==> src/flash_block_protect_defs.vh <==
// constants for the flash block-protection logic
`ifndef FLASH_BLOCK_PROTECT_DEFS_VH
`define FLASH_BLOCK_PROTECT_DEFS_VH

// ****************************************************************
// register addresses
// ****************************************************************
`define MAIN_PROTECT_ADDR    16'hfe08
`define FONT_PROTECT_ADDR    16'hfe0b
`define PROTECT_STATUS_ADDR  16'hfe0f

// ****************************************************************
// register fields and reset values
// ****************************************************************
`define PROTECT_RESET        7'h00
`define PROTECT_BITS_MSB     7
`define PROTECT_BITS_LSB     1
`define PROTECT_LOW_ZEROS    9'h000
`define READ_IDLE            8'h00
`define STAT_LATCHED_LSB     0
`define STAT_HV_LSB          2
`define STAT_REFUSED_LSB     4
`define STAT_PAD             2'h0

// ****************************************************************
// array bounds and special encodings
// ****************************************************************
`define MAIN_ARRAY_FIRST     16'h4000
`define MAIN_ARRAY_LAST      16'hffff
`define FONT_ARRAY_FIRST     16'h0c00
`define FONT_ARRAY_LAST      16'h3fff
`define VECTOR_AREA_FIRST    16'hffe0
`define VECTOR_CODE_A        7'h7d
`define VECTOR_CODE_B        7'h7e
`define VECTOR_CODE_C        7'h7f

`endif

==> src/reset_release_sync.v <==
// reset synchroniser: asynchronous assert, two-flop release
`timescale 1ns/1ps

module reset_release_sync (
  input  wire core_clk_i,   // system clock
  input  wire reset_n_i,    // raw asynchronous reset, active low
  output reg  sync_reset_n_o // released two edges after the pin
);

  reg stage_n;

  // ****************************************************************
  // release chain
  // ****************************************************************
  // only the second flop is read outside, so a metastable first
  // stage never reaches the design
  always @(posedge core_clk_i or negedge reset_n_i) begin
    if (!reset_n_i) begin
      stage_n        <= 1'b0;
      sync_reset_n_o <= 1'b0;
    end else begin
      stage_n        <= 1'b1;
      sync_reset_n_o <= stage_n;
    end
  end

endmodule // reset_release_sync

==> src/protect_range.v <==
// decodes one protect register into array hit and protection result
`timescale 1ns/1ps
`include "flash_block_protect_defs.vh"

module protect_range #(
  parameter [15:0] ARRAY_FIRST  = `MAIN_ARRAY_FIRST, // first array byte
  parameter [15:0] ARRAY_LAST   = `MAIN_ARRAY_LAST,  // last array byte
  parameter        VECTOR_GUARD = 1                  // vector-only codes
) (
  input  wire [6:0]  start_bits_i,   // protect register bits 7..1
  input  wire [15:0] addr_i,         // address to classify
  output wire        in_array_o,     // addr falls in this array
  output wire        protected_hit_o // addr falls in protected region
);

  // ****************************************************************
  // helpers
  // ****************************************************************
  function in_span;
    input [15:0] a;
    input [15:0] lo;
    input [15:0] hi;
    begin
      in_span = (a >= lo) && (a <= hi);
    end
  endfunction

  function is_vector_code;
    input [6:0] b;
    begin
      is_vector_code = (b == `VECTOR_CODE_A) || (b == `VECTOR_CODE_B) ||
                       (b == `VECTOR_CODE_C);
    end
  endfunction

  // ****************************************************************
  // decode
  // ****************************************************************
  wire [15:0] start_addr = {start_bits_i, `PROTECT_LOW_ZEROS};
  wire        vector_only = (VECTOR_GUARD != 0) &&
                            is_vector_code(start_bits_i);
  // a start outside the array leaves it wholly open
  wire        start_valid = in_span(start_addr, ARRAY_FIRST,
                                    ARRAY_LAST);

  assign in_array_o = in_span(addr_i, ARRAY_FIRST, ARRAY_LAST);

  // a start equal to the first byte covers the whole array
  assign protected_hit_o =
    vector_only ? in_span(addr_i, `VECTOR_AREA_FIRST, ARRAY_LAST) :
    start_valid ? in_span(addr_i, start_addr, ARRAY_LAST) :
    1'b0;

endmodule // protect_range

==> src/flash_block_protect.v <==
// block protection of the main and font flash arrays
//
// Strobed register access was chosen for this implementation.
`timescale 1ns/1ps
`include "flash_block_protect_defs.vh"

module flash_block_protect #(
  parameter ADDR_W = 16, // cpu address width
  parameter DATA_W = 8   // register data width
) (
  input  wire              core_clk_i,           // system clock
  input  wire              reset_n_i,            // async reset, active low
  input  wire [ADDR_W-1:0] reg_addr_i,           // register address
  input  wire [DATA_W-1:0] reg_wdata_i,          // register write data
  input  wire              reg_write_i,          // register write strobe
  input  wire              reg_read_i,           // register read strobe
  output reg  [DATA_W-1:0] reg_rdata_o,          // read data, next cycle
  input  wire              flash_write_i,        // cpu write into flash
  input  wire [ADDR_W-1:0] flash_addr_i,         // cpu flash write address
  input  wire              main_program_select_i, // main program select
  input  wire              main_erase_select_i,  // main erase select
  input  wire              main_hv_request_i,    // main hv bit as written
  input  wire              font_program_select_i, // font program select
  input  wire              font_erase_select_i,  // font erase select
  input  wire              font_hv_request_i,    // font hv bit as written
  output reg               main_high_voltage_enable_o, // main hv granted
  output reg               font_high_voltage_enable_o, // font hv granted
  output reg  [ADDR_W-1:0] main_target_addr_o,   // main latched address
  output reg  [ADDR_W-1:0] font_target_addr_o,   // font latched address
  output reg               main_target_protected_o, // main target guarded
  output reg               font_target_protected_o, // font target guarded
  output reg               main_hv_refused_o,    // main refusal pulse
  output reg               font_hv_refused_o     // font refusal pulse
);

  // ****************************************************************
  // reset release
  // ****************************************************************
  wire rst_n;

  reset_release_sync u_reset_sync (
    .core_clk_i   (core_clk_i),
    .reset_n_i    (reset_n_i),
    .sync_reset_n_o (rst_n)
  );

  // ****************************************************************
  // register decode
  // ****************************************************************
  function hit;
    input [ADDR_W-1:0] a;
    input [15:0]       target;
    begin
      hit = (a == target[ADDR_W-1:0]);
    end
  endfunction

  wire sel_main   = hit(reg_addr_i, `MAIN_PROTECT_ADDR);
  wire sel_font   = hit(reg_addr_i, `FONT_PROTECT_ADDR);
  wire sel_status = hit(reg_addr_i, `PROTECT_STATUS_ADDR);

  // ****************************************************************
  // protect start registers
  // ****************************************************************
  // only bits 7..1 are stored; bit 0 has no flop at all
  reg [6:0] main_protect_start_bits;
  reg [6:0] font_protect_start_bits;

  // write data to stored bits: bit 0 of the write data is dropped
  function [6:0] store_bits;
    input [7:0] d;
    begin
      store_bits = d[`PROTECT_BITS_MSB:`PROTECT_BITS_LSB];
    end
  endfunction

  // one flop group per array so neither write can touch the other
  always @(posedge core_clk_i or negedge rst_n) begin
    if (!rst_n)
      main_protect_start_bits <= `PROTECT_RESET;
    else if (reg_write_i && sel_main)
      main_protect_start_bits <= store_bits(reg_wdata_i);
  end

  always @(posedge core_clk_i or negedge rst_n) begin
    if (!rst_n)
      font_protect_start_bits <= `PROTECT_RESET;
    else if (reg_write_i && sel_font)
      font_protect_start_bits <= store_bits(reg_wdata_i);
  end

  // ****************************************************************
  // per-array vectors
  // ****************************************************************
  // index 0 is the main array, index 1 the font array
  wire [1:0] program_sel = {font_program_select_i, main_program_select_i};
  wire [1:0] erase_sel   = {font_erase_select_i, main_erase_select_i};
  wire [1:0] hv_request  = {font_hv_request_i, main_hv_request_i};
  wire [1:0] any_sel     = program_sel | erase_sel;

  wire [1:0] write_in_array;
  wire [1:0] target_hit;

  reg  [ADDR_W-1:0] target_addr [0:1];
  reg  [1:0]        latched;
  reg  [1:0]        hv_on;
  reg  [1:0]        hv_req_q;
  reg  [1:0]        refused_sticky;
  reg  [1:0]        refuse_pulse;
  reg  [1:0]        target_guarded;

  // ****************************************************************
  // range checkers
  // ****************************************************************
  // flash writes are classified against the array they land in;
  // the latched address is what the protection check looks at
  protect_range #(
    .ARRAY_FIRST  (`MAIN_ARRAY_FIRST),
    .ARRAY_LAST   (`MAIN_ARRAY_LAST),
    .VECTOR_GUARD (1)
  ) u_main_write (
    .start_bits_i    (main_protect_start_bits),
    .addr_i          (flash_addr_i[15:0]),
    .in_array_o      (write_in_array[0]),
    .protected_hit_o ()
  );

  protect_range #(
    .ARRAY_FIRST  (`FONT_ARRAY_FIRST),
    .ARRAY_LAST   (`FONT_ARRAY_LAST),
    .VECTOR_GUARD (0)
  ) u_font_write (
    .start_bits_i    (font_protect_start_bits),
    .addr_i          (flash_addr_i[15:0]),
    .in_array_o      (write_in_array[1]),
    .protected_hit_o ()
  );

  protect_range #(
    .ARRAY_FIRST  (`MAIN_ARRAY_FIRST),
    .ARRAY_LAST   (`MAIN_ARRAY_LAST),
    .VECTOR_GUARD (1)
  ) u_main_target (
    .start_bits_i    (main_protect_start_bits),
    .addr_i          (target_addr[0][15:0]),
    .in_array_o      (),
    .protected_hit_o (target_hit[0])
  );

  protect_range #(
    .ARRAY_FIRST  (`FONT_ARRAY_FIRST),
    .ARRAY_LAST   (`FONT_ARRAY_LAST),
    .VECTOR_GUARD (0)
  ) u_font_target (
    .start_bits_i    (font_protect_start_bits),
    .addr_i          (target_addr[1][15:0]),
    .in_array_o      (),
    .protected_hit_o (target_hit[1])
  );

  // ****************************************************************
  // status register
  // ****************************************************************
  // refusal bits are the only writable status bits; a one clears
  wire status_clear = reg_write_i && sel_status;

  // status image: refusal flags, hv state and latch state per array
  function [7:0] status_image;
    input [1:0] refused_flags;
    input [1:0] hv_flags;
    input [1:0] latch_flags;
    begin
      status_image = {`STAT_PAD, refused_flags, hv_flags, latch_flags};
    end
  endfunction

  // ****************************************************************
  // sequence tracking and high-voltage gate
  // ****************************************************************
  genvar g;
  generate
    for (g = 0; g < 2; g = g + 1) begin : g_array
      // grant is judged only on a fresh request edge, so a register
      // change while hv already runs cannot drop it mid-pulse
      wire req_edge  = hv_request[g] && !hv_req_q[g];
      wire may_grant = any_sel[g] && latched[g];
      wire grant     = req_edge && may_grant && !target_hit[g];
      wire refuse    = req_edge && may_grant && target_hit[g];
      wire take_addr = flash_write_i && write_in_array[g] &&
                       any_sel[g] && !latched[g];
      wire drop_seq  = !any_sel[g] && !hv_on[g];
      wire clear_bit = status_clear &&
                       reg_wdata_i[`STAT_REFUSED_LSB + g];
      reg  next_latched;
      reg  next_hv_on;
      reg  next_refused;

      // the sequence ends only once both selects and hv are down
      always @* begin
        next_latched = latched[g];
        if (drop_seq)
          next_latched = 1'b0;
        else if (take_addr)
          next_latched = 1'b1;
      end

      // first in-array flash write of a sequence fixes the target
      always @(posedge core_clk_i or negedge rst_n) begin
        if (!rst_n) begin
          target_addr[g] <= {ADDR_W{1'b0}};
          latched[g]     <= 1'b0;
        end else begin
          latched[g] <= next_latched;
          if (take_addr)
            target_addr[g] <= flash_addr_i;
        end
      end

      // hv holds until its request drops, which lets the select clear
      // first as the erase and program sequences demand
      always @* begin
        next_hv_on = hv_on[g];
        if (!hv_request[g])
          next_hv_on = 1'b0;
        else if (grant)
          next_hv_on = 1'b1;
      end

      always @(posedge core_clk_i or negedge rst_n) begin
        if (!rst_n) begin
          hv_on[g]    <= 1'b0;
          hv_req_q[g] <= 1'b0;
        end else begin
          hv_on[g]    <= next_hv_on;
          hv_req_q[g] <= hv_request[g];
        end
      end

      // refusal flag: a new refusal beats a clear in the same cycle
      always @* begin
        next_refused = refused_sticky[g];
        if (refuse)
          next_refused = 1'b1;
        else if (clear_bit)
          next_refused = 1'b0;
      end

      always @(posedge core_clk_i or negedge rst_n) begin
        if (!rst_n) begin
          refused_sticky[g] <= 1'b0;
          refuse_pulse[g]   <= 1'b0;
          target_guarded[g] <= 1'b0;
        end else begin
          refused_sticky[g] <= next_refused;
          refuse_pulse[g]   <= refuse;
          target_guarded[g] <= latched[g] && target_hit[g];
        end
      end
    end
  endgenerate

  // ****************************************************************
  // read path
  // ****************************************************************
  reg [DATA_W-1:0] next_rdata;

  // protect register image: bit 0 reads zero as it has no storage
  function [7:0] reg_image;
    input [6:0] bits;
    begin
      reg_image = {bits, 1'b0};
    end
  endfunction

  always @* begin
    next_rdata = `READ_IDLE;
    if (reg_read_i) begin
      if (sel_main)
        next_rdata = reg_image(main_protect_start_bits);
      else if (sel_font)
        next_rdata = reg_image(font_protect_start_bits);
      else if (sel_status)
        next_rdata = status_image(refused_sticky, hv_on, latched);
    end
  end

  // data is valid only in the cycle after the strobe, zero elsewhere
  always @(posedge core_clk_i or negedge rst_n) begin
    if (!rst_n)
      reg_rdata_o <= `READ_IDLE;
    else
      reg_rdata_o <= next_rdata;
  end

  // ****************************************************************
  // outputs
  // ****************************************************************
  // all outputs are flops; the hv enables mirror the gate state one
  // cycle late, well inside the settling waits of the flash sequence
  always @(posedge core_clk_i or negedge rst_n) begin
    if (!rst_n) begin
      main_high_voltage_enable_o <= 1'b0;
      main_target_addr_o         <= {ADDR_W{1'b0}};
      main_target_protected_o    <= 1'b0;
      main_hv_refused_o          <= 1'b0;
    end else begin
      main_high_voltage_enable_o <= hv_on[0];
      main_target_addr_o         <= target_addr[0];
      main_target_protected_o    <= target_guarded[0];
      main_hv_refused_o          <= refuse_pulse[0];
    end
  end

  always @(posedge core_clk_i or negedge rst_n) begin
    if (!rst_n) begin
      font_high_voltage_enable_o <= 1'b0;
      font_target_addr_o         <= {ADDR_W{1'b0}};
      font_target_protected_o    <= 1'b0;
      font_hv_refused_o          <= 1'b0;
    end else begin
      font_high_voltage_enable_o <= hv_on[1];
      font_target_addr_o         <= target_addr[1];
      font_target_protected_o    <= target_guarded[1];
      font_hv_refused_o          <= refuse_pulse[1];
    end
  end

endmodule // flash_block_protect

==> config.mk <==
export PLATFORM = sky130hd
export DESIGN_NAME = flash_block_protect
export DESIGN_NICKNAME = d
export VERILOG_FILES = /design/src/reset_release_sync.v /design/src/protect_range.v /design/src/flash_block_protect.v
export VERILOG_INCLUDE_DIRS = /design/src /design/src/src
export SDC_FILE = /design/constraint.sdc
export NUM_CORES = 1
export LEC_CHECK = 0
export ABC_AREA = 1
export BUFFER_PORTS_ARGS = -buffer_cell sky130_fd_sc_hd__clkbuf_2
export CAP_MARGIN = 20
export CORE_ASPECT_RATIO = 0.75
export CORE_MARGIN = 10
export CORE_UTILIZATION = 58
export CTS_BUF_LIST = sky130_fd_sc_hd__clkbuf_16
export CTS_CLUSTER_DIAMETER = 30
export DETAILED_ROUTE_END_ITERATION = 8
export PLACE_DENSITY = 0.87
export REMOVE_ABC_BUFFERS = 1
export SETUP_SLACK_MARGIN = 0.5
export SLEW_MARGIN = 20
export SYNTH_ARGS = -nofsm -noshare
export SYNTH_HDL_FRONTEND = slang
export SYNTH_SLANG_ARGS = --single-unit
==> constraint.sdc <==
create_clock -name core_clk_i -period 9.1 [get_ports core_clk_i]
set_clock_uncertainty 0.2 [all_clocks]
set_input_delay 1.365 -clock core_clk_i [delete_from_list [all_inputs] [get_ports core_clk_i]]
set_output_delay 1.365 -clock core_clk_i [all_outputs]
set_load 0.03 [all_outputs]
# Word level (Yosys, flattened, before mapping)
# Index checks and enable logic that the tools add are counted.
# word_totals
inputBits	51
word_cells	116
regBits	106
# op_classes
eq_ne	8
mux	19
bitwise	1
order_cmp	13
reduce_logical	48
# ops
operator	count
16-bit equality test, second input constant	3
16-bit by 14-bit <= comparator with 1-bit output, second input constant	3
16-bit <= comparator, second input constant	3
16-bit by 12-bit greater-or-equal comparator with 1-bit output, second input constant	2
16-bit by 15-bit greater-or-equal comparator with 1-bit output, second input constant	2
16-bit greater-or-equal comparator	2
1-bit logical AND	32
8-bit 2-to-1 mux	3
7-bit equality test, second input constant	3
16-bit greater-or-equal comparator, second input constant	1
1-bit 2-to-1 mux	15
1-bit zero test	10
2-bit nonzero test	4
6-bit 2-to-1 mux	1
2-bit by 1-bit inequality test with 1-bit output, second input constant	2
1-bit logical OR	2
2-bit OR	1

# Logic depth before layout (Yosys ltp)
# logic_depth
word_depth	8
ltp_mapped	12
ltp_nobuf	12

# By module
# A second synthesis with hierarchy kept.
# hier_totals
hier_cells	595
hier_area_um2	5076.1
# by_module_without_submodules
mod	area_per_inst_um2	cells_each	n_inst
flash_block_protect	3723.6	346	1
protect_range at u_main_target ...	334.1	59	2
protect_range at u_font_target ...	315.3	64	2
reset_release_sync	53.8	3	1

# Worst setup path before layout
# Ideal clock, no wire load.
# synth_path
kind	input -> register
startpoint	input reg_addr_i[5]
endpoint	register font_protect_start_bits[3]
arrival_time_ps	2261
setup_ps	118
setup_slack_ps	6520
stages	9
path_cell_list	nor2_1 -> nand3_2 -> nor2_8 -> inv_2 -> nor2_4 -> nand2_2 -> buf_6 -> nand2_2 -> o21ai_2
# synth_between
elab_chain_cells	2
# synth_lines
item	line	text
start: declaration	flash_block_protect.v:13	input wire [ADDR_W-1:0] reg_addr_i,
16-bit equality test	flash_block_protect.v:54	hit = (a == target[ADDR_W-1:0]);
1-bit logical AND	flash_block_protect.v:88	else if (reg_write_i && sel_font)
end signal: assignment	flash_block_protect.v:87	font_protect_start_bits <= `PROTECT_RESET;
end signal: assignment	flash_block_protect.v:89	font_protect_start_bits <= store_bits(reg_wdata_i);
end: declaration	flash_block_protect.v:67	reg [6:0] font_protect_start_bits;
# No other way between the ends.
# A chain may end at the register's enable or synchronous reset.

# Worst setup path after layout
# layout_path
startpoint	input reg_addr_i[8]
endpoint	register font_protect_start_bits[6]
# The elaborated chain is that of the path after synthesis.

==> impl_metrics.py <==
metrics = {
    "run_status": {
        "status": "completed",
    },
    "clocking": {
        "cts_made_buffers": 9,
        "h-tree-depth": 3,
        "clk_path_buf_depth": 2,
        "cts_resized": 0,
        "clkTransAtPathRegs_ps": 70,
        "clock_latency_ps": 340,
        "cts_tree": "yes",
        "cts_setup_buffers": 0,
        "clkSinkCount": 106,
        "postCtsHoldBufs": 0,
        "root_buffer": "clkbuf_16",
    },
    "synth": {
        "synth_cell_type_count": 32,
        "ys_seq_area_share_pct": 60.49,
        "synth-seq-cells": 106,
        "syn_area_um2": 4385,
        "yosys_warnings": 0,
        "syn_area_per_cell_um2": 9.702,
        "synthCells": 452,
    },
    "floorplanning": {
        "die_h_um": 95.31,
        "core.rowCount": 27,
        "core-area_um2": 7365,
        "dieArea_um2": 11480,
        "fp.dieW_um": 120.4,
        "io_pins": 97,
        "initial_core_util_pct": 59.55,
    },
    "detailed_routing": {
        "final_antenna_net_count": 0,
        "first_iter_violations": 274,
        "dr.pass1.iters": 4,
        "routed_wl_mm": 10.20,
        "drcViolationCount": 0,
        "vias": 3385,
        "wire_per_inst_um": 15.50,
        "viasPerCell": 5.144,
    },
    "pwr": {
        "peakVddDrop_v": 0.0001524,
        "power_density_nw_per_um2": 245.2,
        "leakagePower_nw": 2.928,
    },
    "finish": {
        "layout-drive-gt1-share_pct": 26.21,
        "finalInstanceArea_um2": 5254,
        "final_cell_count_no_fill": 658,
        "fillers": 561,
        "syn_to_final_growth_pct": 19.80,
        "final_common_cell": "dfrtp_1",
        "antenna_cells": 0,
        "nets": 617,
        "multi_input_area_um2": 1411,
        "seq_area_um2": 2656,
        "final_cell_mix": "105 x dfrtp_1, 102 x nand2_1, 95 x clkbuf_2",
    },
    "setup_path": {
        "r2r_setup_slack_ps": 7200,
        "arrival_ps": 2710,
        "worst_r2r_endpoint": "refused_sticky[0]",
        "cp-start-kind": "input pin",
        "crit_type": "input pin to register",
        "critPathLaunch": "reg_addr_i[8]",
        "critPathMaxFanout": 17,
        "r2r_start": "main_protect_start_bits[6]",
        "worstPathRequired_ps": 9130,
        "endpoint_kind": "register",
        "rr_worst_depth": 10,
    },
    "grt": {
        "grt_start_max_net_pins": 64,
        "grtUsageTotal_pct": 18.32,
        "antenna_found_initial": 0,
        "grt_pass1_wl_mm": 16.65,
        "gr-total-overflow": 0,
        "grt_pass1_vias": 3450,
    },
    "hold_path": {
        "hp-class": "register to asynchronous set/reset pin",
    },
    "place": {
        "port_buffers": 95,
        "gp_congestion": 0.9251,
        "dp_cells": 641,
        "hpwl_mm": 7.678,
        "dpl_cell_area_um2": 4956,
    },
    "sta": {
        "timing.final.crit_share_pct": 29.49,
        "final_max_slew_viol_count": 0,
        "max_freq_mhz": 372.6,
        "hold_violations": 0,
        "max_slew_margin_pct": 49.03,
        "setup_viol_count_final": 0,
        "grt_setup_unrepaired": "false",
        "fin_crit_ps": 2684,
        "holdWs_ps": 109.3,
        "final.setup.tns_ps": 0,
        "worstMarginPinSlew_ps": 764.6,
    },
    "run": {
        "maxCapViolations": 0,
    },
}
[worst max-delay path by stage]
stage	slack (ps)	to	cells after the start
floorplan	5730	font_high_voltage_enable_o	0
global placement	6090	target_addr[16]	5
detailed placement	6010	target_addr[22]	6
CTS	6260	target_addr[20]	6
global route	6320	font_protect_start_bits[6]	11
finish	6420	font_protect_start_bits[6]	11
[worst max-delay path, cell delays in order]
cell and delay, ps:
clkbuf_2 80, inv_1 40, nand2_1 50, nor2_1 120, nand2_2 100, nor2_8 230, inv_2 100, nor2_4 130
nand2_2 260, nand2_1 170, o21ai_2 60
[synth_stat cells (all sizes together)]
cell	number	area share [%]
o211ai	1	0.17
nand3	28	3.3
a31oi	1	0.14
and3	1	0.14
a21oi	9	1.0
buf	3	0.63
ha	14	4.0
nor3b	1	0.17
o21a	1	0.17
nand4	6	1.0
nor2	33	3.4
clkinv	1	0.11
clkbuf	6	0.51
inv	71	6.1
o21ai	46	6.4
conb	1	0.086
or2	1	0.14
nand2	112	10
nor3	6	0.94
nand3b	4	0.68
dfrtp	106	60
[cell type report]
cell class	instances	share of cell area [%]
inverter	72	5.168
timing repair buffer	98	9.550
sequential	106	50.56
clock buffer	9	4.287
tap	101	2.405
multi-input combinational	265	26.86
clock inverter	7	1.167
[sequential cells by signal, indices dropped and copies added, names as in the netlist]
name,cells
target_addr,32
font_target_addr_o,16
main_target_addr_o,16
reg_rdata_o,8
font_protect_start_bits,7
main_protect_start_bits,7
hv_on,2
hv_req_q,2
latched,2
refuse_pulse,2
refused_sticky,2
target_guarded,2
font_high_voltage_enable_o,1
font_hv_refused_o,1
font_target_protected_o,1
main_high_voltage_enable_o,1
main_hv_refused_o,1
main_target_protected_o,1
u_reset_sync.stage_n,1
u_reset_sync.sync_reset_n_o,1
[per-layer routing]
| layer | GRT usage, % | vias to the layer above | wire, um |
|---|---|---|---|
| li1 | - | 1627 | - |
| met1 | 22.19 | 1624 | 4213 |
| met2 | 30.64 | 117 | 4922 |
| met3 | 5.372 | 17 | 887 |
| met4 | 7.114 | 0 | 172 |
| met5 | 0 | - | 0 |
[power breakdown]
part	switching [mW]	leakage, nW	total [mW]	internal, mW
Combinational	0.201	1.41	0.294	0.0921
Sequential	0.0652	1.38	0.625	0.560
Clock	0.179	0.141	0.370	0.191
[per-stage QoR]
stage / util, % / worst slack (ps) / power [mW]
after global placement: 67.30 / 6089 / 0.9063
final: 71.34 / 6416 / 1.288
after global routing: 71.34 / 6316 / 1.357
after CTS: 71.19 / 6263 / 1.294
after floorplan: - / 5729 / 0.8127
after detailed placement: 67.30 / 6005 / 0.9243
[cells by family after synthesis]
group | count (synthesis) | share of synthesized area [%]
AND/OR/NAND/NOR | 192 | 20.14
flip-flops | 106 | 60.48
buffers and inverters | 81 | 7.332
other | 1 | 0.08551
AO/OA/AOI/OAI | 58 | 7.960
adder cells (fa/ha/maj) | 14 | 3.994
(Power assumes the default switching activity.)
